### src/common/slot_sample_timer_consts.svh
// Constants for the slot and sample timer
`ifndef SLOT_SAMPLE_TIMER_CONSTS_SVH
`define SLOT_SAMPLE_TIMER_CONSTS_SVH

// Register offsets
`define SST_ADDR_GEN_RESET 8'h01
`define SST_ADDR_CLK_SEL 8'h02
`define SST_ADDR_CTRL 8'h10
`define SST_ADDR_LIVE 8'h11
`define SST_ADDR_SLEEP 8'h12
`define SST_ADDR_WAKE 8'h13
`define SST_ADDR_CAPTURE 8'h14
`define SST_ADDR_SLOT_ADJ 8'h15
`define SST_ADDR_SAMPLE_ADJ 8'h16
`define SST_ADDR_TRIGGER 8'h17
`define SST_ADDR_MAX_AUTO 8'h18

// Reset values and field positions
`define SST_CTRL_RESET 8'h80
`define SST_CTRL_PIN_BIT 7
`define SST_CTRL_SLEEP_BIT 2
`define SST_CTRL_MODE_LSB 0
`define SST_CTRL_MODE_MSB 1
`define SST_CLK_SEL_MSB 3
`define SST_SLOT_LSB 16
`define SST_SLOT_MSB 27
`define SST_SAMPLE_MSB 10

// Counter ranges
`define SST_SAMPLE_LAST 11'h4ff
`define SST_SLOT_LAST 12'h8c9
`define SST_SLOTS_PER_FRAME 2250

// Tracking window
`define SST_TRACK_LO 11'h140
`define SST_TRACK_HI 11'h3c0
`define SST_TRACK_MID 16'h0280

// Reference clock steps
`define SST_REF_STEP_HZ 2400000
`define SST_SAMPLE_HZ 48000
`define SST_REF_STEP_DIV (`SST_REF_STEP_HZ / `SST_SAMPLE_HZ)
`define SST_MULT_MAX 4'ha

`endif

### src/common/slot_sample_timer_pkg.sv
// Types for the slot and sample timer
package slot_sample_timer_pkg;

	typedef enum logic [1:0] {
		NUDGE_MANUAL = 2'b00,
		NUDGE_ACQUIRE = 2'b01,
		NUDGE_TRACK = 2'b10,
		NUDGE_RESERVED = 2'b11
	} nudge_mode_t;

	typedef struct packed {
		logic [8:0] edges;
		logic ref_prev;
		logic tick;
	} tick_state_t;

	typedef struct packed {
		logic [3:0] clock_sel;
		logic pin_open_drain;
		logic sleep_enable;
		nudge_mode_t mode;
		logic [10:0] sample;
		logic [11:0] slot;
		logic [10:0] sleep_point;
		logic [10:0] wake_point;
		logic [31:0] capture;
		logic [15:0] slot_adjust;
		logic [15:0] sample_adjust;
		logic [10:0] trigger;
		logic [10:0] max_auto;
		logic manual_pending;
		logic auto_pending;
		logic [15:0] auto_value;
		logic pps_prev;
		logic pulse_out;
		logic pulse_oe;
		logic ch1_asleep;
		logic ch2_asleep;
		logic done;
		logic [31:0] rdata;
		logic rvalid;
	} timer_state_t;

endpackage : slot_sample_timer_pkg

### src/hw/sample_tick_gen.sv
// Sample rate tick derived from the reference clock
`timescale 1ns/1ps
`default_nettype none
`include "slot_sample_timer_consts.svh"

module sample_tick_gen (
	input wire logic clk,
	input wire logic rst_n,
	input wire logic ce,
	input wire logic ref_in,
	input wire logic [3:0] mult,
	output logic tick
);

	slot_sample_timer_pkg::tick_state_t s;
	slot_sample_timer_pkg::tick_state_t next_s;
	logic [8:0] divisor;

	always_comb begin
		next_s = s;
		next_s.tick = 1'b0;
		next_s.ref_prev = ref_in;
		divisor = 9'(mult * `SST_REF_STEP_DIV);
		if (mult == 4'h0 || mult > `SST_MULT_MAX) begin
			next_s.edges = 9'h000;
		end else if (ref_in && !s.ref_prev) begin
			if (s.edges >= divisor - 9'h001) begin
				next_s.edges = 9'h000;
				next_s.tick = 1'b1;
			end else begin
				next_s.edges = s.edges + 9'h001;
			end
		end
	end

	always_ff @(posedge clk or negedge rst_n) begin
		if (!rst_n) begin
			s <= '0;
		end else if (ce) begin
			s <= next_s;
		end
	end

	assign tick = s.tick;

endmodule : sample_tick_gen

`default_nettype wire

### src/hw/slot_sample_timer.sv
// Slot and sample timer with nudge, capture, slot pulse and sleep control
`timescale 1ns/1ps
`default_nettype none
`include "slot_sample_timer_consts.svh"

// Function
// Clock select cleared only by pin reset
// Code zero stops clocks; 1-10 pick reference
// Host avoids codes 11-15 and upper bits
// Counters run at 48 kHz from reference
// Sample counter 0 to 1279 then wraps
// Slot counter steps on sample wrap, 0-2249
// Live word: slot 27-16, sample 10-0
// Slot pulse low during first sample
// Control bit 7 selects open-drain pin drive
// Counters free run after reset; after pin reset they hold at zero until clock select is set nonzero
// Control bit 2 enables receiver sleep
// Receivers sleep during inactive slots
// Sleep at sleep point in inactive slot
// Wake at wakeup point after inactive slot
// Mode bits: manual, acquire, track
// Pulse edge captures both counters
// Signed slot adjust added at trigger
// Auto modes use second pulse reference
// Sample adjust write arms both adjustments
// Manual apply signals done, clears adjustments
// Apply when sample equals trigger value
// Track value from count, clamped to maximum
// Reserved bits ignored, read as zero
// Counters and words clear on reset
module slot_sample_timer (
	input wire logic clk,
	input wire logic rst_n,
	input wire logic ce,
	input wire logic [7:0] reg_addr,
	input wire logic reg_wr,
	input wire logic [15:0] reg_wdata,
	input wire logic reg_rd,
	output logic [31:0] reg_rdata,
	output logic reg_rvalid,
	input wire logic reference_clock_in,
	input wire logic second_pulse_in,
	input wire logic receive_channel_one_busy,
	input wire logic receive_channel_two_busy,
	output logic slot_pulse_out,
	output logic slot_pulse_oe,
	output logic receive_channel_one_asleep,
	output logic receive_channel_two_asleep,
	output logic nudge_done
);

	slot_sample_timer_pkg::timer_state_t s;
	slot_sample_timer_pkg::timer_state_t next_s;
	logic tick;
	logic running;
	logic at_trigger;
	logic pps_edge;
	logic gen_reset;
	logic wr_sample_adj;
	logic pulse_active;
	logic [10:0] inc_sample;
	logic [11:0] inc_slot;
	logic [3:0] keep_sel;
	logic [3:0] tick_mult;

	// Counter word layout shared by live and capture reads
	function automatic logic [31:0] count_word(input logic [11:0] slot, input logic [10:0] sample);
		logic [31:0] w;
		w = 32'h0000_0000;
		w[`SST_SLOT_MSB:`SST_SLOT_LSB] = slot;
		w[`SST_SAMPLE_MSB:0] = sample;
		return w;
	endfunction : count_word

	// Slot plus signed adjustment, wrapped into the frame
	function automatic logic [11:0] wrap_slot(input logic [11:0] slot, input logic [15:0] adj);
		int t;
		t = int'(slot) + int'($signed(adj));
		t = t % `SST_SLOTS_PER_FRAME;
		if (t < 0) begin
			t = t + `SST_SLOTS_PER_FRAME;
		end
		return t[11:0];
	endfunction : wrap_slot

	// Tracking correction from the count at the pulse edge
	function automatic logic [15:0] track_value(input logic [10:0] cnt, input logic [10:0] lim);
		logic signed [15:0] v;
		logic signed [15:0] m;
		m = $signed({5'h00, lim});
		if (cnt >= `SST_TRACK_LO && cnt < `SST_TRACK_HI) begin
			v = $signed(`SST_TRACK_MID - {5'h00, cnt});
		end else begin
			v = $signed(16'h0000 - {5'h00, cnt});
		end
		if (v > m) begin
			v = m;
		end else if (v < -m) begin
			v = -m;
		end
		return v;
	endfunction : track_value

	sample_tick_gen u_tick (
		.clk(clk),
		.rst_n(rst_n),
		.ce(ce),
		.ref_in(reference_clock_in),
		.mult(tick_mult),
		.tick(tick)
	);

	// General reset restarts the sample period
	assign tick_mult = gen_reset ? 4'h0 : s.clock_sel;
	assign running = (s.clock_sel != 4'h0);
	assign pps_edge = second_pulse_in && !s.pps_prev;
	assign at_trigger = tick && running && (s.sample == s.trigger);
	assign wr_sample_adj = reg_wr && (reg_addr == `SST_ADDR_SAMPLE_ADJ);

	always_comb begin
		next_s = s;
		next_s.done = 1'b0;
		next_s.rvalid = 1'b0;
		next_s.pps_prev = second_pulse_in;
		gen_reset = 1'b0;
		keep_sel = 4'h0;
		inc_sample = s.sample;
		inc_slot = s.slot;

		// Free running counters at the sample rate
		if (tick && running) begin
			if (s.sample == `SST_SAMPLE_LAST) begin
				inc_sample = 11'h000;
				if (s.slot == `SST_SLOT_LAST) begin
					inc_slot = 12'h000;
				end else begin
					inc_slot = s.slot + 12'h001;
				end
			end else begin
				inc_sample = s.sample + 11'h001;
			end
		end
		next_s.sample = inc_sample;
		next_s.slot = inc_slot;

		// Adjustments at the trigger point
		if (at_trigger) begin
			case (s.mode)
				slot_sample_timer_pkg::NUDGE_MANUAL: begin
					if (s.manual_pending) begin
						next_s.sample = 11'(inc_sample + s.sample_adjust[10:0]);
						next_s.slot = wrap_slot(inc_slot, s.slot_adjust);
						next_s.slot_adjust = 16'h0000;
						next_s.sample_adjust = 16'h0000;
						next_s.manual_pending = 1'b0;
						next_s.done = 1'b1;
					end
				end
				slot_sample_timer_pkg::NUDGE_ACQUIRE: begin
					if (s.auto_pending) begin
						next_s.sample = 11'(inc_sample + s.auto_value[10:0]);
						next_s.auto_pending = 1'b0;
						next_s.done = 1'b1;
					end
				end
				slot_sample_timer_pkg::NUDGE_TRACK: begin
					if (s.auto_pending) begin
						next_s.sample = 11'(inc_sample + s.auto_value[10:0]);
						next_s.auto_pending = 1'b0;
						if (s.slot_adjust != 16'h0000) begin
							next_s.slot = wrap_slot(inc_slot, s.slot_adjust);
							next_s.slot_adjust = 16'h0000;
							next_s.done = 1'b1;
						end
					end
				end
				default: begin
					next_s.auto_pending = 1'b0;
				end
			endcase
		end

		// Second pulse edge: capture and auto correction
		if (pps_edge) begin
			next_s.capture = count_word(s.slot, s.sample);
			case (s.mode)
				slot_sample_timer_pkg::NUDGE_ACQUIRE: begin
					next_s.auto_value = 16'h0000 - {5'h00, s.sample};
					next_s.auto_pending = 1'b1;
				end
				slot_sample_timer_pkg::NUDGE_TRACK: begin
					next_s.auto_value = track_value(s.sample, s.max_auto);
					next_s.auto_pending = 1'b1;
				end
				default: begin
					next_s.auto_pending = s.auto_pending;
				end
			endcase
		end

		// Receiver sleep control
		if (!s.sleep_enable) begin
			next_s.ch1_asleep = 1'b0;
			next_s.ch2_asleep = 1'b0;
		end else begin
			if (s.sample == s.sleep_point) begin
				if (!receive_channel_one_busy) begin
					next_s.ch1_asleep = 1'b1;
				end
				if (!receive_channel_two_busy) begin
					next_s.ch2_asleep = 1'b1;
				end
			end
			if (s.sample == s.wake_point) begin
				next_s.ch1_asleep = 1'b0;
				next_s.ch2_asleep = 1'b0;
			end
		end

		// Register writes; new values win over auto clears
		if (reg_wr) begin
			case (reg_addr)
				`SST_ADDR_GEN_RESET: begin
					gen_reset = 1'b1;
				end
				`SST_ADDR_CLK_SEL: begin
					next_s.clock_sel = reg_wdata[`SST_CLK_SEL_MSB:0];
					gen_reset = (reg_wdata[`SST_CLK_SEL_MSB:0] == 4'h0);
				end
				`SST_ADDR_CTRL: begin
					next_s.pin_open_drain = reg_wdata[`SST_CTRL_PIN_BIT];
					next_s.sleep_enable = reg_wdata[`SST_CTRL_SLEEP_BIT];
					next_s.mode = slot_sample_timer_pkg::nudge_mode_t'(
						reg_wdata[`SST_CTRL_MODE_MSB:`SST_CTRL_MODE_LSB]);
				end
				`SST_ADDR_SLEEP: begin
					next_s.sleep_point = reg_wdata[`SST_SAMPLE_MSB:0];
				end
				`SST_ADDR_WAKE: begin
					next_s.wake_point = reg_wdata[`SST_SAMPLE_MSB:0];
				end
				`SST_ADDR_SLOT_ADJ: begin
					next_s.slot_adjust = reg_wdata;
				end
				`SST_ADDR_SAMPLE_ADJ: begin
					next_s.sample_adjust = reg_wdata;
				end
				`SST_ADDR_TRIGGER: begin
					next_s.trigger = reg_wdata[`SST_SAMPLE_MSB:0];
				end
				`SST_ADDR_MAX_AUTO: begin
					next_s.max_auto = reg_wdata[`SST_SAMPLE_MSB:0];
				end
				default: begin
					next_s.clock_sel = next_s.clock_sel;
				end
			endcase
		end
		if (wr_sample_adj && s.mode == slot_sample_timer_pkg::NUDGE_MANUAL) begin
			next_s.manual_pending = 1'b1;
		end

		// Register reads, answered one cycle later
		if (reg_rd) begin
			next_s.rvalid = 1'b1;
			case (reg_addr)
				`SST_ADDR_LIVE: next_s.rdata = count_word(s.slot, s.sample);
				`SST_ADDR_CAPTURE: next_s.rdata = s.capture;
				default: next_s.rdata = 32'h0000_0000;
			endcase
		end

		// General reset spares the clock select
		if (gen_reset) begin
			keep_sel = next_s.clock_sel;
			next_s = '0;
			next_s.pin_open_drain = 1'(`SST_CTRL_RESET >> `SST_CTRL_PIN_BIT);
			next_s.clock_sel = keep_sel;
			next_s.pps_prev = second_pulse_in;
		end

		// Slot pulse pin drive
		pulse_active = (next_s.clock_sel != 4'h0) && (next_s.sample == 11'h000);
		if (next_s.pin_open_drain) begin
			next_s.pulse_out = 1'b0;
			next_s.pulse_oe = pulse_active;
		end else begin
			next_s.pulse_out = !pulse_active;
			next_s.pulse_oe = 1'b1;
		end
	end

	always_ff @(posedge clk or negedge rst_n) begin
		if (!rst_n) begin
			s <= '0;
			s.pin_open_drain <= 1'(`SST_CTRL_RESET >> `SST_CTRL_PIN_BIT);
		end else if (ce) begin
			s <= next_s;
		end
	end

	assign reg_rdata = s.rdata;
	assign reg_rvalid = s.rvalid;
	assign slot_pulse_out = s.pulse_out;
	assign slot_pulse_oe = s.pulse_oe;
	assign receive_channel_one_asleep = s.ch1_asleep;
	assign receive_channel_two_asleep = s.ch2_asleep;
	assign nudge_done = s.done;

endmodule : slot_sample_timer

`default_nettype wire

### config.mk
export PLATFORM = sky130hd
export DESIGN_NAME = slot_sample_timer
export DESIGN_NICKNAME = d
export VERILOG_FILES = /design/src/common/slot_sample_timer_pkg.sv /design/src/hw/sample_tick_gen.sv /design/src/hw/slot_sample_timer.sv
export VERILOG_INCLUDE_DIRS = /design/src /design/src/common
export SDC_FILE = /design/constraint.sdc
export NUM_CORES = 1
export LEC_CHECK = 0
export BUFFER_PORTS_ARGS = -buffer_cell sky130_fd_sc_hd__buf_4
export CORE_MARGIN = 10
export CORE_UTILIZATION = 52
export DETAILED_ROUTE_END_ITERATION = 10
export HOLD_SLACK_MARGIN = 0.02
export PLACE_DENSITY = 0.68
export REMOVE_ABC_BUFFERS = 1
export SKIP_LAST_GASP = 1
export SYNTH_ARGS = -nofsm -noshare
export SYNTH_HDL_FRONTEND = slang
export SYNTH_SLANG_ARGS = --single-unit
### constraint.sdc
create_clock -name clk -period 14.9 [get_ports clk]
set_input_delay 0 -clock clk [delete_from_list [all_inputs] [get_ports clk]]
set_output_delay 0 -clock clk [all_outputs]
set_load 0.05 [all_outputs]
==> reports/qor.yml, run 1 <==
drt_pre_antenna_iters: 6
hold_path_class: "input pin to flop"
die_height_um: 196
timing.rr.end: "s[176]$_DFFE_PN0P_"
fillers: 2874
critPathMaxFanout: 17
path_common_cell: "xnor2_1"
via_per_inst: 6.36
die_x_um: 196
wl_met3_um: 3220
start_util_pct: 52.8
critPathArrivalTime_ns: 14.17
top_layer: "met4"
path_clk_slew_ns: 0.08
vdd_drop_max_v: 0.0000926
r2r_start: "s[181]$_DFFE_PN0P_"
whs_ns: 0.0476
status: "completed"
ant_nets: 0
slowest_delay_ns: 0.61
routed-wl-met2_um: 21800
fin_util_pct: 57.5
wl_met1_um: 23200
grt_usage_pct: 24.8
syn_inst: 1974
cts_tree: "yes"
clkSinkCount: 179
startpoint_type: "flop"
hpwl_um: 37200
slew_viol_final: 0
maxClockFrequency_mhz: 72.2
synth_seq_cells: 179
setup_viol: 0
num_io_pins: 71
dieArea_um2: 38600
finalCriticalPeriod_ns: 13.85
synth_edf_count: 0
cts_buffers: 17
final_nets: 2121
antenna_found_initial: 0
io_buffers: 61
core_area_um2: 30700
crit_end: "s[176]$_DFFE_PN0P_"
maxCapViolations: 0
htreeDepth: 4
critical-path-slowest-cell: "dfrtp_1"
final_hold_viol_count: 0
end_kind: "flop"
worstSetupPathType: "flop to flop"
crit_required_ns: 15.22
first_global_vias: 14115
synthesis.area_um2: 16200
overflow: 0
antenna_cells: 0
wirelength_um: 48900
clockBufferDepth: 2
r2r_cells: 51
std_cell_rows: 64
vias: 15223
wire_per_inst_um: 20.4
ys.warnings.count: 0
insertion_delay_ns: 0.46
drive_gt1_share_pct: 9.71
max-slew-margin-rel_pct: 27.2
ys.flop_type: "dfrtp_1"
p_leak_uw: 0.00751
gp_congestion: 0.968
fin_crit_sh_pct: 93.0
cts_root_buf: "clkbuf_16"
area_growth_pct: 8.90
ys_seq_area_share_pct: 27.7
ys_async_sr_fraction_pct: 100
grt_max_degree: 104
skew_ns: 0.0184
max_slew.worst_pin.slew_ns: 1.09
powerDensity_nw_per_um2: 87.3
cp-startpoint: "s[181]$_DFFE_PN0P_"
postCtsSetupRepairBufs: 0
drtIter0Drc: 1430
grt_first_pass_wirelength_um: 79000
reg2reg_slack_ns: 1.05
synth.distinct_cells: 108
drc: 0
avgSynthCellArea_um2: 8.20
==> stage by stage <==
step	cell area (µm²)	instances	setup TNS (ns)	setup slack (ns)	total power (µW)
2_1_floorplan	15600	1858	0	2.08	900
3_3_place_gp	16800	2340	0	1.12	1040
3_5_place_dp	16800	2340	0	0.625	1050
4_1_cts	17600	2394	0	0.587	1530
5_1_grt	17600	2394	-0.00406	-0.00406	1630
6_report	17600	2394	0	1.05	1540
==> cell type report <==
class | count | area [µm²] | share of cell area (%)
well taps | 396 | 495 | 2.81
repair buffers | 108 | 870 | 4.93
clock buffers | 17 | 425 | 2.41
inverters | 81 | 304 | 1.72
flip-flops and latches | 179 | 4480 | 25.4
clock inverters | 15 | 198 | 1.12
multi-input cells | 1598 | 10900 | 61.6
==> synthesized netlist by cell type (11+ instances only) <==
master	number	area [µm²]
xnor2_1	112	981
a22o_1	67	587
buf_4	34	255
a22oi_1	42	315
a21o_1	25	188
a31oi_1	19	119
clkbuf_1	77	289
inv_1	81	304
o21ai_0	171	856
o21ai_1	23	115
nand3_1	75	375
o31ai_1	14	105
nand2_1	183	687
nor2b_1	32	200
nand4_1	31	194
nor2_1	139	522
and3_1	23	144
mux2_2	13	146
mux2i_1	15	150
dfrtp_1	178	4450
nand2b_1	24	150
and2_1	20	125
nor3_1	37	185
o211ai_1	11	82.6
ha_1	99	1240
nor4_1	23	144
or3_1	15	93.8
a211oi_1	18	135
xor2_1	48	420
a21oi_1	97	485
o22ai_1	26	163
==> kinds of logic (layout without fill, tap and decap cells) <==
| kind of cell | count (synthesis) | after routing | synth area share, % |
|---|---|---|---|
| simple gates | 654 | 654 | 20.0 |
| compound gates | 635 | 635 | 27.0 |
| buf+inv | 205 | 221 | 5.77 |
| flops | 179 | 179 | 27.7 |
| xor+xnor | 164 | 164 | 9.13 |
| fa+ha+maj | 104 | 104 | 8.21 |
| mux | 32 | 32 | 2.20 |
| other cells | 1 | 9 | 0.0232 |
==> layer usage <==
metal	vias to the layer above	GRT usage (%)
met5	-	0
met4	0	5.18
met3	50	3.73
met2	545	37.8
met1	7389	36.4
li1	7239	-
==> sequential cells by signal (all words and copies together) (netlist names) <==
name and count:
reg_rvalid 1, u_tick.s 10, reg_rdata 23, receive_channel_two_asleep 1
slot_pulse_out 1, s 139, receive_channel_one_asleep 1, nudge_done 1
u_tick.tick 1, slot_pulse_oe 1
==> worst max-delay path, delay by kind of cell (launching register included) <==
family          cells  cell delay (ns)
buf+inv             2             0.31
flops               1             0.61
fa+ha+maj           3             0.81
mux                 3             1.08
xor+xnor            5             0.76
simple gates       16             3.91
compound gates     22             6.21
==> layout by cell type (no fill, tap or decap), types with 31 or more instances in the layout <==
master	n
a21oi_1	96
a22o_1	67
a22oi_1	42
buf_4	85
dfrtp_1	178
ha_1	99
inv_1	81
nand2_1	183
nand3_1	75
nand4_1	31
nor2_1	137
nor2b_1	32
nor3_1	37
o21ai_0	170
xnor2_1	110
xor2_1	48
==> where the power goes <==
part	internal, µW	switching, µW
registers	519	40.2
logic	195	305
clock network	246	235
==> how the worst min path moves through the flow <==
stage,start,endpoint,cells past startpoint
floorplan,rst_n,nudge_done$_DFFE_PN0P_,0
global placement,rst_n,s[64]$_DFFE_PN0P_,1
detailed placement,rst_n,s[64]$_DFFE_PN0P_,1
CTS,reg_addr[1],s[164]$_DFFE_PN0P_,3
global route,reg_addr[1],s[164]$_DFFE_PN0P_,3
finish,reg_addr[1],s[164]$_DFFE_PN0P_,3
==> what timing repair did <==
action                                  in CTS  in global routing
hold buffers                                22                  0
endpoints found under the setup margin       0                 11
endpoints found under the hold margin      184                  0
resized for setup                            0                  8
(Power assumes the default switching activity.)
==> run 2, diff against run 1 <==
--- a/config.mk
+++ b/config.mk
@@ -6,12 +6,13 @@
 export SDC_FILE = /design/constraint.sdc
 export NUM_CORES = 1
 export LEC_CHECK = 0
-export BUFFER_PORTS_ARGS = -buffer_cell sky130_fd_sc_hd__buf_4
+export CORE_ASPECT_RATIO = 0.8
 export CORE_MARGIN = 10
 export CORE_UTILIZATION = 52
 export DETAILED_ROUTE_END_ITERATION = 10
+export DONT_BUFFER_PORTS = 1
 export HOLD_SLACK_MARGIN = 0.02
-export PLACE_DENSITY = 0.68
+export PLACE_DENSITY = 0.69
 export REMOVE_ABC_BUFFERS = 1
 export SKIP_LAST_GASP = 1
 export SYNTH_ARGS = -nofsm -noshare
==> constraint.sdc (replaced) <==
create_clock -name clk -period 11.4 [get_ports clk]
set_input_delay 0 -clock clk [delete_from_list [all_inputs] [get_ports clk]]
set_output_delay 0 -clock clk [all_outputs]
set_load 0.05 [all_outputs]
==> run 2 against run 1 <==
Largest cell class unchanged; die area rose by 0.11%; core utilization rose by 3.7 points; combinational power rose by 41%; critical endpoint is now s[175]$_DFFE_PN0P_; sequential power rose by 28%; critical path depth fell by 1; via count rose by 5.2%; power rose by 32%; count of clock-buffer cells in the layout did not move.
==> reports/qor.yml, run 2 (synthesis results as in run 1) <==
clkSinkCount: 179  # unchanged
crit_end: "s[175]$_DFFE_PN0P_"
wire_per_inst_um: 21.4  # +4.5%
end_kind: "flop"
switching_share_pct: 37.4  # -0.26 points
wirelength_um: 52900  # +8.3%
gp_congestion: 0.983  # +1.5%
p_total_uw: 2030  # +32%
fin_area_um2: 18700  # +5.9%
pre_cts_ws_ns: -0.231  # -0.856 ns
final_nets: 2189  # +3.2%
hold_path_class: "input pin to flop"
fin_crit_sh_pct: 97.4  # +4.4 points
finalSetupTns_ns: 0  # unchanged
slowest_delay_ns: 0.50  # -0.11 ns
hpwl_um: 38400  # +3.1%
reg2reg_slack_ns: 0.30  # -0.75 ns
insertion_delay_ns: 0.45  # about the same
crit_required_ns: 11.73  # -3.49 ns
drive_gt1_share_pct: 15.2  # +5.5 points
max_slew.worst_pin.slew_ns: 1.07  # -0.0134 ns
drt_pre_antenna_iters: 5  # -1
io_buffers: 0  # -100%
first_global_vias: 14519  # +2.9%
status: "completed"
setup_viol: 0  # unchanged
max_flop_register: "s"
final_cell_mix: "nand2_1, dfrtp_1, o21ai_0"
antenna_found_initial: 1  # +1
finalCriticalPeriod_ns: 11.10  # -2.75 ns
overflow: 0  # unchanged
largest_reg_flops: 139  # unchanged
core_area_um2: 30500  # -0.47%
maxCapViolations: 0  # unchanged
grt_first_pass_wirelength_um: 82100  # +3.9%
max-slew-margin-rel_pct: 28.4  # +1.2 points
cp-startpoint: "s[166]$_DFFE_PN0P_"
p_int_uw: 1270  # +32%
fillers: 2699  # -6.1%
mostFrequentLayoutCell: "nand2_1"
p_leak_uw: 0.00790  # +5.2%
p_seq_share_pct: 35.4  # -0.9 points
critPathMaxFanout: 8  # -9
p_switching_uw: 758  # +31%
clockBufferDepth: 2  # unchanged
critical-path-slowest-cell: "or4_1"
combPwrFrac_pct: 34.8  # +2.3 points
htreeDepth: 4  # unchanged
worst_slack_ns: 0.302  # -0.748 ns
cts_tree: "yes"
grt_max_degree: 180  # +73%
cts_root_buf: "clkbuf_16"
worstSetupPathType: "flop to flop"
startpoint_type: "flop"
drc: 0  # unchanged
start_util_pct: 53.0  # +0.25 points
place_area_um2: 17000  # +1.4%
area_growth_pct: 15.3
r2r_start: "s[166]$_DFFE_PN0P_"
timing.rr.end: "s[175]$_DFFE_PN0P_"
num_io_pins: 71  # unchanged
vias: 16016  # +5.2%
min_delay_path_depth: 3  # unchanged
critPathArrivalTime_ns: 11.43  # -2.74 ns
drtIter0Drc: 1782  # +25%
powerDensity_nw_per_um2: 109  # +24%
ant_nets: 0  # unchanged
cts_buffers: 17  # unchanged
slew_viol_final: 0  # unchanged
std_cell_rows: 57  # -11%
fin_util_pct: 61.1  # +3.7 points
via_per_inst: 6.46  # +1.6%
grt_usage_pct: 26.4  # +1.5 points
path_clk_slew_ns: 0.08  # about the same
pwr-share-clk_pct: 29.8  # -1.4 points
die_x_um: 217  # +11%
final_hold_viol_count: 0  # unchanged
r2r_cells: 50  # -2.0%
path_common_cell: "ha_1"
skew_ns: 0.0157  # -0.00273 ns
vdd_drop_max_v: 0.000108  # +17%
die_height_um: 178  # -9.5%
dieArea_um2: 38600  # +0.11%
maxClockFrequency_mhz: 90.1  # +25%
run 2: cell count changes in the layout (fill, tap and decap cells not counted), moves of 6 or more:
cell,delta
dlygate4sd3_1,+9
ha_1,-6
buf_4,+55
o21ai_0,-8
o21ai_2,+6
run 2: area by class of cell:
cell class	instances	area [µm²]	area share (%)
timing repair buffer	176	1450	7.78
multi-input combinational	1598	11300	60.6
antenna	1	2.50	0.0134
clock buffer	17	425	2.28
tap	413	517	2.77
sequential	179	4480	24.0
clock inverter	15	164	0.878
inverter	81	304	1.63
run 2: through the flow:
| stage | hold slack [ns] | instances |
|---|---|---|
| 2_1_floorplan | -0.296 | 1858 |
| 5_1_grt | 0.0376 | 2480 |
| 6_report | 0.0436 | 2480 |
| 3_3_place_gp | -0.287 | 2387 |
| 3_5_place_dp | -0.287 | 2387 |
| 4_1_cts | 0.0243 | 2452 |
run 2: metal layers:
metal,wire (µm),vias to the layer above,track usage [%]
li1,-,7377,-
met1,25000,7798,40.1
met2,21700,769,36.2
met3,5340,72,6.60
met4,884,0,5.87
met5,0,-,0
run 2: power groups by stage:
| stage | Sequential, µW | Combinational, µW | Clock [µW] |
|---|---|---|---|
| 3_5_place_dp | 728 | 631 | 0 |
| 5_1_grt | 722 | 774 | 636 |
| 3_3_place_gp | 727 | 618 | 0 |
| 4_1_cts | 716 | 672 | 605 |
| 6_report | 718 | 706 | 603 |
| 2_1_floorplan | 740 | 436 | 0 |
run 2: how the worst min path moves through the flow:
| stage | from | to |
|---|---|---|
| global placement | rst_n | s[67]$_DFFE_PN0P_ |
| finish | reg_addr[1] | s[99]$_DFFE_PN0P_ |
| detailed placement | rst_n | s[67]$_DFFE_PN0P_ |
| global route | reg_addr[1] | s[102]$_DFFE_PN0P_ |
| floorplan | rst_n | nudge_done$_DFFE_PN0P_ |
| CTS | reg_addr[1] | s[98]$_DFFE_PN0P_ |
run 2: critical path: cells and delay by family, from the launching register on:
family          cells  cell delay, ns
compound gates     21            4.43
xor+xnor            4            0.63
fa+ha+maj           4            1.01
buf+inv             4            0.51
flops               1            0.39
mux                 3            1.04
simple gates       14            2.90
run 2: repair_timing:
action	CTS	global route
endpoints found under the hold margin	331	0
pin swaps	1	37
buffers inserted	0	27
hold buffers	33	0
resized for setup	7	98
setup endpoints to repair	5	11
==> run 3, diff against run 2 <==
--- a/config.mk
+++ b/config.mk
@@ -12,7 +12,7 @@
 export DETAILED_ROUTE_END_ITERATION = 10
 export DONT_BUFFER_PORTS = 1
 export HOLD_SLACK_MARGIN = 0.02
-export PLACE_DENSITY = 0.69
+export PLACE_DENSITY = 0.66
 export REMOVE_ABC_BUFFERS = 1
 export SKIP_LAST_GASP = 1
 export SYNTH_ARGS = -nofsm -noshare
==> constraint.sdc (replaced) <==
create_clock -name clk -period 14.05 [get_ports clk]
set_input_delay 0 -clock clk [delete_from_list [all_inputs] [get_ports clk]]
set_output_delay 0 -clock clk [all_outputs]
set_load 0.05 [all_outputs]
==> run 3 against run 2 <==
Worst setup slack improved by 0.22 ns; clock power fell by 16%; non-clock buffer count fell by 113; via count fell by 4.2%; die area did not move; sequential share of layout area rose by 1.6 points; critical path type unchanged; largest cell class unchanged; largest power group unchanged.
==> reports/qor.yml, run 3 (synthesis results as in run 1) <==
critical-path-slowest-cell: "or4_1"
drc: 0  # unchanged
dieArea_um2: 38600  # unchanged
via_per_inst: 6.49  # +0.43%
mostFrequentLayoutCell: "nand2_1"
pre_cts_ws_ns: 0.408  # +0.640 ns
critPathArrivalTime_ns: 13.91  # +2.48 ns
overflow: 0  # unchanged
worst_slack_ns: 0.523  # +0.222 ns
cts_buffers: 17  # unchanged
drtIter0Drc: 1870  # +4.9%
cts_tree: "yes"
die_x_um: 217  # unchanged
finalSetupTns_ns: 0  # unchanged
start_util_pct: 53.0  # unchanged
drive_gt1_share_pct: 8.40  # -6.8 points
p_leak_uw: 0.00733  # -7.3%
worstSetupPathType: "flop to flop"
cts_root_buf: "clkbuf_16"
skew_ns: 0.0143  # -0.00143 ns
largest_reg_flops: 139  # unchanged
crit_required_ns: 14.44  # +2.71 ns
clkSinkCount: 179  # unchanged
wire_per_inst_um: 21.6  # +0.99%
num_io_pins: 71  # unchanged
maxCapViolations: 0  # unchanged
cp-startpoint: "s[192]$_DFFE_PN0P_"
core_area_um2: 30500  # unchanged
critPathMaxFanout: 17  # +9
finalCriticalPeriod_ns: 13.53  # +2.43 ns
setup_viol: 0  # unchanged
grt_max_degree: 180  # unchanged
max_flop_register: "s"
end_kind: "flop"
io_buffers: 0  # unchanged
final_cell_mix: "nand2_1, dfrtp_1, o21ai_0"
grt_usage_pct: 25.7  # -0.70 points
hp-start: "reg_addr[1]"
area_growth_pct: 8.29
hold_path_class: "input pin to flop"
max-slew-margin-rel_pct: 11.5  # -17 points
insertion_delay_ns: 0.45  # about the same
vdd_drop_max_v: 0.0000856  # -21%
slew_viol_final: 0  # unchanged
hpwl_um: 38000  # -0.95%
antenna_cells: 0  # -1
clockBufferDepth: 2  # unchanged
htreeDepth: 4  # unchanged
final_hold_viol_count: 0  # unchanged
status: "completed"
startpoint_type: "flop"
maxClockFrequency_mhz: 73.9  # -18%
reg2reg_slack_ns: 0.52  # +0.22 ns
drt_pre_antenna_iters: 5  # unchanged
wirelength_um: 51000  # -3.7%
fin_crit_sh_pct: 96.3  # -1.1 points
ant_nets: 0  # unchanged
final_nets: 2076  # -5.2%
slowest_delay_ns: 0.63  # +0.13 ns
powerDensity_nw_per_um2: 93.0  # -14%
vias: 15346  # -4.2%
r2r_start: "s[192]$_DFFE_PN0P_"
grt_first_pass_wirelength_um: 79900  # -2.6%
path_clk_slew_ns: 0.08  # about the same
p_total_uw: 1630  # -20%
std_cell_rows: 57  # unchanged
gp_congestion: 1.01  # +3.1%
first_global_vias: 13810  # -4.9%
antenna_found_initial: 0  # -1
die_height_um: 178  # unchanged
max_slew.worst_pin.slew_ns: 1.31  # +0.240 ns
## run 3: cell count changes in the layout (fill, tap and decap cells not counted), sizes merged
cell	change
buf	-113
clkinv	+4
clkinvlp	-3
diode	-1
inv	-1
## run 3: routing by layer
metal	GRT usage [%]	routed length, µm
met1	40.8	24800
met2	34.4	20200
met3	5.67	5540
met4	3.95	522
met5	0	0
## run 3: final cells by class
cell class | instances | area (µm²)
multi-input combinational | 1598 | 11000
fill | 2800 | 13000
inverter | 81 | 304
sequential | 179 | 4490
tap | 413 | 517
timing repair buffer | 63 | 583
clock inverter | 15 | 205
clock buffer | 17 | 425
## run 3: power by group
part / internal (µW) / total, µW / leakage (µW) / switching (µW)
registers: 551 / 599 / 0.00234 / 48.4
clock network: 259 / 505 / 0.000305 / 245
logic: 205 / 526 / 0.00468 / 321
total: 1020 / 1630 / 0.00733 / 615
## run 3: final timing paths
| check | cells after the start | endpoint |
|---|---|---|
| min reg2reg | 1 | s[120]$_DFFE_PN0P_ |
| max | 48 | s[167]$_DFFE_PN0P_ |
| max reg2reg | 48 | s[167]$_DFFE_PN0P_ |
| min in group asynchronous | 2 | s[64]$_DFFE_PN0P_ |
| max in group asynchronous | 2 | s[180]$_DFFE_PN0P_ |
| min | 3 | s[108]$_DFFE_PN0P_ |
## run 3: through the flow
step                      hold WS, ns  cell area (µm²)  std cells  utilization, %
after floorplan                -0.296            15600       1858               -
after global placement         -0.287            16300       2296            53.4
after detailed placement       -0.287            16300       2296            53.4
after CTS                      0.0313            17300       2361            56.7
after global routing           0.0487            17500       2366            57.4
final                          0.0400            17500       2366            57.4
## run 3: repair_timing
action,in CTS,in global routing
endpoints found under the setup margin,0,11
buffers inserted,0,5
hold buffers,33,0
endpoints found under the hold margin,328,0
gates resized for setup,0,38
## run 3: worst max-delay path, delay by kind of cell (launching register included)
family / cells / cell delay (ns)
AOI/OAI and AO/OA: 16 / 4.31
and+or+nand+nor: 15 / 4.10
adders and majority gates: 4 / 1.10
muxes: 3 / 0.90
DFF: 1 / 0.39
buffers and inverters: 5 / 1.28
xor gates and xnor gates: 5 / 1.34
